==> config.mk <==
export PLATFORM = sky130hd
export DESIGN_NAME = pcr_top
export DESIGN_NICKNAME = d
export VERILOG_FILES = /design/src/design/pcr_pkg.sv /design/src/design/pcr_clk_div.sv /design/src/design/pcr_top.sv
export SDC_FILE = /design/constraint.sdc
export NUM_CORES = 1
export LEC_CHECK = 0
export ABC_AREA = 1
export BUFFER_PORTS_ARGS = -buffer_cell sky130_fd_sc_hd__clkbuf_2
export CORE_ASPECT_RATIO = 0.6
export CORE_MARGIN = 2
export CORE_UTILIZATION = 50
export CTS_CLUSTER_SIZE = 10
export DETAILED_ROUTE_END_ITERATION = 12
export MAX_ROUTING_LAYER = met4
export PLACE_DENSITY = 0.74
export SYNTH_ARGS = -nofsm -noshare
export SYNTH_HDL_FRONTEND = slang
export SYNTH_HIERARCHICAL = 1
export SYNTH_SLANG_ARGS = --single-unit
==> constraint.sdc <==
create_clock -name clk -period 3.1 [get_ports clk]
set_clock_uncertainty 0.15 [all_clocks]
set_input_delay 0.155 -clock clk [delete_from_list [all_inputs] [get_ports clk]]
set_output_delay 0.155 -clock clk [all_outputs]
set_load 0.05 [all_outputs]
==> src/design/pcr_pkg.sv <==
// Package with register map, field positions, reset values and timing for the control bank
package pcr_pkg;
	localparam logic [15:0] ADDR_FLAGS     = 16'hC000;
	localparam logic [15:0] ADDR_BASE_PTR  = 16'hC002;
	localparam logic [15:0] ADDR_REVISION  = 16'hC004;
	localparam logic [15:0] ADDR_DIVISOR   = 16'hC008;
	localparam logic [15:0] ADDR_POWER     = 16'hC00A;
	localparam logic [15:0] ADDR_CORE_STAT = 16'hC0F0;

	localparam int FLAG_ZERO    = 0;
	localparam int FLAG_CARRY   = 1;
	localparam int FLAG_OVERFLOW = 2;
	localparam int FLAG_NEGATIVE = 3;
	localparam int FLAG_GIE     = 4;

	localparam logic [15:0] BASE_PTR_RESET = 16'h0100;
	localparam logic [15:0] BASE_PTR_MASK  = 16'hFFF0;
	localparam logic [3:0]  DIVISOR_RESET  = 4'hF;
	localparam logic [15:0] DIVISOR_MASK   = 16'h000F;
	localparam logic [15:0] POWER_RESET    = 16'h0000;
	// Writable power bits: 15..11, 9, 8, 7, 4, 1, 0
	localparam logic [15:0] POWER_WR_MASK  = 16'hFB93;

	localparam int PWR_HALT       = 0;
	localparam int PWR_SLEEP      = 1;
	localparam int PWR_BOOST      = 2;
	localparam int PWR_GPI_WAKE   = 4;
	localparam int PWR_HOST_WAKE  = 7;
	localparam int PWR_SPI_WAKE   = 8;
	localparam int PWR_HSS_WAKE   = 9;
	localparam int PWR_OTG_WAKE   = 11;
	localparam int PWR_P1A_WAKE   = 12;
	localparam int PWR_P1B_WAKE   = 13;
	localparam int PWR_P2A_WAKE   = 14;
	localparam int PWR_P2B_WAKE   = 15;

	localparam int CLK_MHZ         = 100;
	localparam int WAKE_RESUME_NS  = 500000;
	// Longest time rounds down to whole cycles
	localparam int WAKE_RESUME_CYC = WAKE_RESUME_NS * CLK_MHZ / 1000;
	localparam int WAKE_DELAY_CYC  = 16;
endpackage

==> src/design/pcr_clk_div.sv <==
// Core clock enable divider with glitch-free divisor update
`timescale 1ns/1ps
module pcr_clk_div #(
	parameter int WIDTH = 4
) (
	input  wire logic             clk,
	input  wire logic             rst_n,
	input  wire logic             run,
	input  wire logic [WIDTH-1:0] divisor,
	output logic                  core_en
);
	typedef struct packed {
		logic [WIDTH-1:0] count;
		logic [WIDTH-1:0] active;
		logic             en;
	} pcr_div_state_t;

	pcr_div_state_t st;
	pcr_div_state_t next_st;

	initial
	begin
		if (WIDTH < 1 || WIDTH > 8)
			$error("pcr_clk_div: WIDTH out of range");
	end

	// Divisor is only reloaded at a period boundary so no runt pulse appears
	always_comb
	begin
		next_st = st;
		next_st.en = 1'b0;
		if (run)
		begin
			if (st.count == st.active)
			begin
				next_st.count = '0;
				next_st.en = 1'b1;
				next_st.active = divisor;
			end
			else
			begin
				next_st.count = st.count + 1'b1;
			end
		end
	end

	// Counter freezes while run is low, keeping its value
	always_ff @(posedge clk or negedge rst_n)
	begin
		if (!rst_n)
			st <= '{count: '0, active: '1, en: 1'b0};
		else
			st <= next_st;
	end

	assign core_en = st.en;
endmodule

==> src/design/pcr_top.sv <==
// Processor control register bank: flags, base pointer, revision, divisor, power
// Functional notes
// Carry flag bit 1 tracks carry/borrow
// Zero flag bit 0 tracks zero result
// Base pointer bits 15:4, resets 0x0100
// Working register address = base OR num<<1
// Software writes zero to reserved bits
// Read-only revision word, writes ignored
// Core clock = system clock over field+1
// Divisor slows core only, peripherals undivided
// Power register selects sleep or halt
// Port 2B/2A transitions wake, no interrupt
// Power resets zero; boost RO; reserved fixed
// Sleep stops clock; resume within 0.5 ms
// Halt stops core; enabled interrupt ends it
// Boost status one when rails low
// Host port read wakes when enabled
// RO/reserved writes ignored; reserved read zero
// New divisor applied at period boundary
//
// The plain strobed port was decided locally.
`timescale 1ns/1ps
module pcr_top #(
	parameter logic [15:0] REVISION       = 16'h0A5C, // Arbitrary value
	parameter int          WAKE_RESUME    = pcr_pkg::WAKE_RESUME_CYC,
	parameter int          WAKE_DELAY     = pcr_pkg::WAKE_DELAY_CYC
) (
	input  wire logic        clk,
	input  wire logic        reset_n,
	input  wire logic [15:0] addr,
	input  wire logic [15:0] wdata,
	input  wire logic        wr,
	input  wire logic        rd,
	output logic      [15:0] rdata,
	input  wire logic        alu_update,
	input  wire logic        alu_carry,
	input  wire logic        alu_zero,
	input  wire logic        alu_overflow,
	input  wire logic        alu_negative,
	input  wire logic        global_int_en,
	input  wire logic [3:0]  reg_num,
	output logic      [15:0] working_reg_addr,
	input  wire logic        boost_rail_low,
	input  wire logic        port2b_activity,
	input  wire logic        port2a_activity,
	input  wire logic        port1b_activity,
	input  wire logic        port1a_activity,
	input  wire logic        otg_activity,
	input  wire logic        hss_activity,
	input  wire logic        spi_activity,
	input  wire logic        host_port_read,
	input  wire logic        gpi_activity,
	input  wire logic        int_pending,
	output logic             core_clk_en,
	output logic             periph_clk_en,
	output logic             sleeping,
	output logic             halted,
	output logic             wake_event
);
	typedef enum logic [1:0] {
		PCR_RUN,
		PCR_HALT,
		PCR_SLEEP,
		PCR_WAKING
	} pcr_mode_t;

	typedef struct packed {
		logic [15:0] flags;
		logic [15:0] base_ptr;
		logic [3:0]  divisor;
		logic [15:0] power;
		pcr_mode_t   mode;
		logic [19:0] wake_cnt;
		logic [15:0] rdata;
		logic        wake_evt;
	} pcr_state_t;

	pcr_state_t  st;
	pcr_state_t  next_st;
	logic        rst_meta;
	logic        rst_n;
	logic        wake_hit;
	logic        div_run;

	initial
	begin
		if (WAKE_DELAY < 1 || WAKE_DELAY > WAKE_RESUME || WAKE_RESUME >= (1 << 20))
			$error("pcr_top: wake timing parameters out of range");
	end

	// Reset released through two flops; asserts at once
	always_ff @(posedge clk or negedge reset_n)
	begin
		if (!reset_n)
		begin
			rst_meta <= 1'b0;
			rst_n <= 1'b0;
		end
		else
		begin
			rst_meta <= 1'b1;
			rst_n <= rst_meta;
		end
	end

	// Any enabled source ends sleep; port wakes raise no interrupt
	always_comb
	begin
		wake_hit = (st.power[pcr_pkg::PWR_P2B_WAKE] & port2b_activity)
			| (st.power[pcr_pkg::PWR_P2A_WAKE] & port2a_activity)
			| (st.power[pcr_pkg::PWR_P1B_WAKE] & port1b_activity)
			| (st.power[pcr_pkg::PWR_P1A_WAKE] & port1a_activity)
			| (st.power[pcr_pkg::PWR_OTG_WAKE] & otg_activity)
			| (st.power[pcr_pkg::PWR_HSS_WAKE] & hss_activity)
			| (st.power[pcr_pkg::PWR_SPI_WAKE] & spi_activity)
			| (st.power[pcr_pkg::PWR_HOST_WAKE] & host_port_read)
			| (st.power[pcr_pkg::PWR_GPI_WAKE] & gpi_activity);
	end

	// Register file, flags and power mode sequencing
	always_comb
	begin
		next_st = st;
		next_st.wake_evt = 1'b0;

		// Flags follow the ALU result of each executed instruction
		if (alu_update)
		begin
			next_st.flags[pcr_pkg::FLAG_CARRY] = alu_carry;
			next_st.flags[pcr_pkg::FLAG_ZERO] = alu_zero;
			next_st.flags[pcr_pkg::FLAG_OVERFLOW] = alu_overflow;
			next_st.flags[pcr_pkg::FLAG_NEGATIVE] = alu_negative;
		end
		next_st.flags[pcr_pkg::FLAG_GIE] = global_int_en;

		// Boost status is a live read-only mirror
		next_st.power[pcr_pkg::PWR_BOOST] = boost_rail_low;

		if (wr)
		begin
			case (addr)
				pcr_pkg::ADDR_BASE_PTR:
				begin
					next_st.base_ptr = wdata & pcr_pkg::BASE_PTR_MASK;
				end
				pcr_pkg::ADDR_DIVISOR:
				begin
					next_st.divisor = wdata[3:0];
				end
				pcr_pkg::ADDR_POWER:
				begin
					// Only writable bits land; boost and reserved stay put
					next_st.power = (wdata & pcr_pkg::POWER_WR_MASK)
						| (next_st.power & ~pcr_pkg::POWER_WR_MASK);
				end
				default:
				begin
					// Flags and revision are read-only; writes dropped
					next_st.power = next_st.power;
				end
			endcase
		end

		// Mode sequencing; sleep takes priority over halt
		case (st.mode)
			PCR_RUN:
			begin
				if (next_st.power[pcr_pkg::PWR_SLEEP])
					next_st.mode = PCR_SLEEP;
				else if (next_st.power[pcr_pkg::PWR_HALT])
					next_st.mode = PCR_HALT;
			end
			PCR_HALT:
			begin
				if (int_pending)
				begin
					next_st.mode = PCR_RUN;
					next_st.power[pcr_pkg::PWR_HALT] = 1'b0;
				end
			end
			PCR_SLEEP:
			begin
				if (wake_hit)
				begin
					next_st.mode = PCR_WAKING;
					next_st.wake_cnt = 20'(WAKE_DELAY - 1);
					next_st.wake_evt = 1'b1;
				end
			end
			PCR_WAKING:
			begin
				// Models clock restart; bounded well below the resume limit
				if (st.wake_cnt == '0)
				begin
					next_st.mode = PCR_RUN;
					next_st.power[pcr_pkg::PWR_SLEEP] = 1'b0;
				end
				else
					next_st.wake_cnt = st.wake_cnt - 1'b1;
			end
			default:
				next_st.mode = PCR_RUN;
		endcase

		// Read data stands in the cycle after the strobe only
		next_st.rdata = 16'h0000;
		if (rd)
		begin
			case (addr)
				pcr_pkg::ADDR_FLAGS:     next_st.rdata = st.flags;
				pcr_pkg::ADDR_BASE_PTR:  next_st.rdata = st.base_ptr;
				pcr_pkg::ADDR_REVISION:  next_st.rdata = REVISION;
				pcr_pkg::ADDR_DIVISOR:   next_st.rdata = {12'h000, st.divisor};
				pcr_pkg::ADDR_POWER:     next_st.rdata = st.power;
				pcr_pkg::ADDR_CORE_STAT: next_st.rdata = {14'h0000, st.mode};
				default:                 next_st.rdata = 16'h0000;
			endcase
		end
	end

	// State register
	always_ff @(posedge clk or negedge rst_n)
	begin
		if (!rst_n)
		begin
			st.flags <= 16'h0000;
			st.base_ptr <= pcr_pkg::BASE_PTR_RESET;
			st.divisor <= pcr_pkg::DIVISOR_RESET;
			st.power <= pcr_pkg::POWER_RESET;
			st.mode <= PCR_RUN;
			st.wake_cnt <= 20'h00000;
			st.rdata <= 16'h0000;
			st.wake_evt <= 1'b0;
		end
		else
			st <= next_st;
	end

	// Core divider runs only when neither sleeping nor halted
	assign div_run = (st.mode == PCR_RUN);

	pcr_clk_div #(
		.WIDTH (4)
	) u_div (
		.clk     (clk),
		.rst_n   (rst_n),
		.run     (div_run),
		.divisor (st.divisor),
		.core_en (core_clk_en)
	);

	// Peripheral timing stays undivided, paused in sleep and through the wake delay
	assign periph_clk_en = (st.mode != PCR_SLEEP) && (st.mode != PCR_WAKING);

	// Working register address: base high bits, number shifted, bit 0 low
	assign working_reg_addr = (st.base_ptr & pcr_pkg::BASE_PTR_MASK)
		| {11'h000, reg_num, 1'b0};

	assign rdata = st.rdata;
	assign sleeping = (st.mode == PCR_SLEEP);
	assign halted = (st.mode == PCR_HALT);
	assign wake_event = st.wake_evt;
endmodule

### Word level (Yosys, flattened, before mapping)

Cells that the tools add are included.

| storage, ports and cells | value |
|---|---|
| register bits | 87 |
| latch bits | 0 |
| memory bits (writable) | 0 |
| bits in read-only memories | 0 |
| input port bits | 57 |
| output and inout bits | 37 |
| word-level logic and storage cells | 83 |
| memories | 0 |

| operators by class | value |
|---|---|
| $add $sub $neg | 2 |
| $mul | 0 |
| div/mod/pow operators | 0 |
| $lt $le $gt $ge | 0 |
| equality and inequality tests | 17 |
| shift-type cells | 0 |
| muxes and demuxes | 20 |
| bitwise logic cells | 19 |
| reductions and logical operators | 10 |

Operator list:

| operator | count |
|---|---|
| == test 16 bit, second input constant | 6 |
| case mux 16 bit (6 select lines) | 1 |
| case mux 20 bit (2 select lines) | 1 |
| 2-to-1 mux 22 bit | 1 |
| zero test 20 bit | 1 |
| 2-to-1 mux 20 bit | 1 |
| subtractor 20 x 1 -> 20 bit, second input constant | 1 |
| 2-to-1 mux 16 bit | 1 |
| bitwise OR 16 x 11 -> 16 bit | 1 |
| bitwise OR 16 x 5 -> 16 bit | 1 |
| inequality test 2 bit, second input constant | 5 |
| bitwise AND 1 bit | 9 |
| 2-to-1 mux 3 bit | 3 |
| bitwise OR 1 bit | 8 |
| case mux 2 bit (4 select lines) | 1 |
| AND reduction 2 bit | 4 |
| 2-to-1 mux 1 bit | 7 |
| 2-to-1 mux 2 bit | 3 |
| adder 4 x 1 -> 4 bit, second input constant | 1 |
| == test 2 bit, second input constant | 2 |
| == test 4 bit | 1 |
| 2-to-1 mux 4 bit | 1 |
| AND reduction 4 bit | 1 |
| inequality test 3 x 1 -> 1 bit, second input constant | 1 |
| 6 further kinds | 6 |

### Longest topological paths before layout

| logic depth | value |
|---|---|
| word-level depth | 11 |
| depth in mapped cells | 11 |
| gate-level depth less buffers | 11 |

### Cells and area by module

The synthesis kept the hierarchy.

Modules (own cells, without submodules):

| module | instances | cells each | area an instance (µm²) | sequential area each (µm²) |
|---|---|---|---|---|
| pcr_top | 1 | 492 | 4,033.9 | 1,858.0 |
| pcr_clk_div | 1 | 63 | 499.2 | 230.2 |

### Worst setup path after synthesis

Ideal clock, no wire load.

| timing | value |
|---|---|
| kind | flip-flop to flip-flop |
| from | register st[38] (netlist bit) |
| to | register st[24] (netlist bit) |
| library setup time | 0.074 ns |
| arrival | 1.875 ns |
| required time | 2.876 ns |
| path slack | 1.001 ns |
| stages on the path, launching flop included | 8 |
| path buffers | 1 |
| period minus slack after synthesis | 2.099 ns |
| path through | dfrtp_1 inv_1 nor2_2 nand2_2 nand2_4 buf_6 nand4_1 o21ai_2 |

| between the ends | value |
|---|---|
| word-level cells in the longest chain between the ends | 3 |
| elaborated cells between the ends (all ways) | 7 |
| those cells by class | 4 x eq/ne; 1 x mux; 2 x reduce/logical |

RTL lines:

| item | RTL line | RTL |
|---|---|---|
| start: declaration | pcr_top.sv:78 | `pcr_state_t st;` |
| start signal: assignment | pcr_top.sv:236 | `st <= next_st;` |
| == test 2 bit (*) | - |  |
| via sleeping | pcr_top.sv:56 | `output logic sleeping,` |
| inequality test 2 x 1 -> 1 bit (no source line) or nonzero test 2 bit (tied branches) | - |  |
| AND reduction 3 bit (no source line) | - |  |

The timed path passes the listed nets; every way through them passes the cells marked *.
A chain may end at the register's enable or synchronous reset.

### Final worst setup path

| timing | value |
|---|---|
| from | register st[17] (netlist bit) |
| to | register st[29] (netlist bit) |

| between the ends | value |
|---|---|
| word-level cells in the longest chain between the ends | 3 |
| elaborated cells between the ends (all ways) | 6 |
| those cells by class | 1 x add/sub; 1 x eq/ne; 2 x mux; 2 x reduce/logical |

RTL lines:

| item | RTL line |
|---|---|
| subtractor 20 x 1 -> 20 bit or zero test 20 bit (tied branches) | pcr_top.sv:199, pcr_top.sv:193 |
| 2-to-1 mux 20 bit or inequality test 2 bit (tied branches) | - |
| case mux 20 bit (2 select lines) or AND reduction 3 bit (tied branches) | - |

Parallel ways exist; a longest one is shown, timed or not. The select of a mux whose other input is x is not followed.

==> impl_metrics.json <==
{
  "cp.required_ns": 3.17,
  "root_buffer": "clkbuf_16",
  "grt-busiest-layer": "met1",
  "viasPerCell": 5.19,
  "drt-initial-drc-count": 292,
  "fin_nets": 702,
  "critPathSlowestCell": "nor3_1",
  "met3_usage_pct": 7.03,
  "arrival_ns": 2.09,
  "rsz0062_at_grt": "false",
  "finalInstanceArea_um2": 5420,
  "dp_hpwl_mm": 7.62,
  "gp_congestion": 0.858,
  "cp_cell_sequence": "inv_1 -> ha_1 -> nand2_1 -> nor3_1 -> xor2_1 -> nor2_1 -> nand2_1 -> o21ai_2",
  "port_buffers": 86,
  "relSlewSlack_pct": 30.2,
  "tns_ns": 0,
  "layout_common_cells": "nand2_1 (134), clkbuf_2 (86), dfrtp_1 (73)",
  "crit_type": "reg -> reg",
  "drc": 0,
  "dieArea_um2": 9870,
  "post_cts_resize_count": 0,
  "ios": 94,
  "die_x_um": 127,
  "start_util_pct": 52.4,
  "num_vias": 3942,
  "hold_violations": 0,
  "tightest_slew_ns": 1.05,
  "crit_top_cell": "nand2_1",
  "fin_ws_ns": 1.08,
  "grt_overflow": 0,
  "rr_worst_depth": 8,
  "grt_pass1_vias": 3765,
  "min_path_cells": 3,
  "grt_use_met2_pct": 33.0,
  "wl_mm": 10.8,
  "slew_viol_final": 0,
  "max_cap_violations": 0,
  "fin_cells": 759,
  "clkSlewWorstSetupHoldPaths_ns": 0.06,
  "hold_path_class": "in -> reg",
  "grt_max_degree": 82,
  "start_kind": "register",
  "clk_path_buf_depth": 2,
  "avgSynthCellArea_um2": 8.17,
  "status": "finished, final reports clean",
  "synth_nets": 615,
  "htree_levels": 3,
  "n_fill_cell": 739,
  "antenna_found_initial": 0,
  "wire_per_inst_um": 14.2,
  "yosys_warnings": 6,
  "total_power_mw": 3.29,
  "cts_buffers": 9,
  "synth-seq-area-share_pct": 46.1,
  "drive_above_1_share_pct": 25.7,
  "core_area_um2": 8650,
  "rows": 26,
  "finalSetupViolations": 0,
  "synth_cell_types": 39,
  "clkSinkCount": 83,
  "dp_slack_ns": 0.972,
  "grt_use_met1_pct": 34.1,
  "die_y_um": 77.8,
  "cts_setup_buffers": 0,
  "placement.cell_area_um2": 4790,
  "syn_inst": 555,
  "p_leak_nw": 2.80,
  "firstDrtPassIters": 5,
  "finalCritPeriodShare_pct": 65.2,
  "slowest_delay_ns": 0.38,
  "worst_skew_pair.late_latency_ns": 0.35,
  "worstSetupEndpointType": "register",
  "n_antenna_cell": 0,
  "synth_edf_count": 0,
  "peakVddDrop_mv": 0.333,
  "cp_max_fo": 6,
  "postSynth.asyncResetShare_pct": 100,
  "syn_area_um2": 4530,
  "fmax_mhz": 495,
  "cts_tree": "yes",
  "grt_pass1_wl_mm": 17.9,
  "final_common_cell": "nand2_1",
  "pwr_density_cell_nw_per_um2": 608,
  "synth.ff_latch_count": 83,
  "drtAntennaViolNets": 0,
  "syn2layout_area_growth_pct": 19.5,
  "placedCellCount": 713,
  "fin_crit_ns": 2.02,
  "synth_top_flop_cell": "dfrtp_1",
  "grt_usage_pct": 23.6
}
[Yosys cell counts, types with 6 or more instances]
cell type | n | area [µm²]
inv_1 | 57 | 214
dfrtp_1 | 74 | 1850
nand3_1 | 38 | 190
dfstp_2 | 9 | 236
a21oi_1 | 16 | 80.1
xor2_1 | 6 | 52.6
o21ai_2 | 11 | 96.3
o21ai_0 | 8 | 40.0
nand4_1 | 18 | 113
buf_4 | 32 | 240
nor2_1 | 62 | 233
nand2_1 | 134 | 503
buf_6 | 6 | 67.6
inv_2 | 9 | 33.8
nor2_4 | 6 | 67.6
o21ai_1 | 19 | 95.1
[report_power, final]
group | total [mW] | internal, mW | switching (mW)
clock network | 1.17 | 0.712 | 0.458
logic | 0.859 | 0.258 | 0.601
registers | 1.27 | 1.17 | 0.0909
total | 3.29 | 2.14 | 1.15
[cells by family after synthesis]
| family | count (synthesis) | synth area share [%] |
|---|---|---|
| and+or+nand+nor | 284 | 29.4 |
| muxes | 4 | 0.994 |
| AOI/OAI and AO/OA | 65 | 8.69 |
| xor gates and xnor gates | 6 | 1.16 |
| buffers and inverters | 108 | 12.7 |
| other | 2 | 0.166 |
| adders and majority gates | 3 | 0.828 |
| DFF | 83 | 46.1 |
[critical path: cells and delay by family (launching register included)]
family / cells / cell delay (ns)
simple gates: 4 / 0.70
flops: 1 / 0.36
fa+ha+maj: 1 / 0.30
xor+xnor: 1 / 0.19
buf+inv: 1 / 0.15
compound gates: 1 / 0.06
[layout make-up]
cell class / instances / area [µm²] / share of cell area (%)
Inverter: 67 / 253 / 4.67
Tap cell: 112 / 140 / 2.59
Clock inverter: 7 / 100 / 1.85
Clock buffer: 9 / 225 / 4.16
Sequential cell: 83 / 2090 / 38.6
Timing Repair Buffer: 117 / 738 / 13.6
Multi-Input combinational cell: 364 / 1870 / 34.5
[sequential cells by signal (all words and copies together), names as in the netlist]
register	count
st	55
rst_meta	1
u_div/st	8
u_div/core_en	1
rdata	16
wake_event	1
rst_n	1
[metrics by stage]
stage / utilization [%] / hold slack [ns]
2_1_floorplan: - / -0.291
3_3_place_gp: 55.4 / -0.209
3_5_place_dp: 55.4 / -0.207
4_1_cts: 62.6 / 0.00691
5_1_grt: 62.6 / 0.00720
6_report: 62.6 / 0.0201
[per-layer routing]
metal  share of wire [%]  wire, µm  vias to the layer above
met5                   0         0                        -
met4                 1.2       124                        0
met3                 7.7       824                       24
met2                  42      4520                      163
met1                  49      5290                     1834
li1                    -         -                     1921
[final timing paths]
kind                               startpoint                 end  slack, ns
setup / recovery           st[17]$_DFFE_PN0P_  st[29]$_DFFE_PN0P_       1.08
hold / removal                             wr  st[65]$_DFFE_PN0P_       0.02
setup reg to reg           st[17]$_DFFE_PN0P_  st[29]$_DFFE_PN0P_       1.08
hold reg to reg            rst_meta$_DFF_PN0_     rst_n$_DFF_PN0_       0.21
max in group asynchronous     rst_n$_DFF_PN0_  st[33]$_DFFE_PN0P_       1.77
min in group asynchronous     rst_n$_DFF_PN0_  st[78]$_DFFE_PN0P_       0.37
[what timing repair did]
action	in CTS	in global routing
endpoints found under the hold margin	34	0
hold buffers	30	0
endpoints found under the setup margin	0	0
Note: power is estimated with default switching activity, not from simulation.
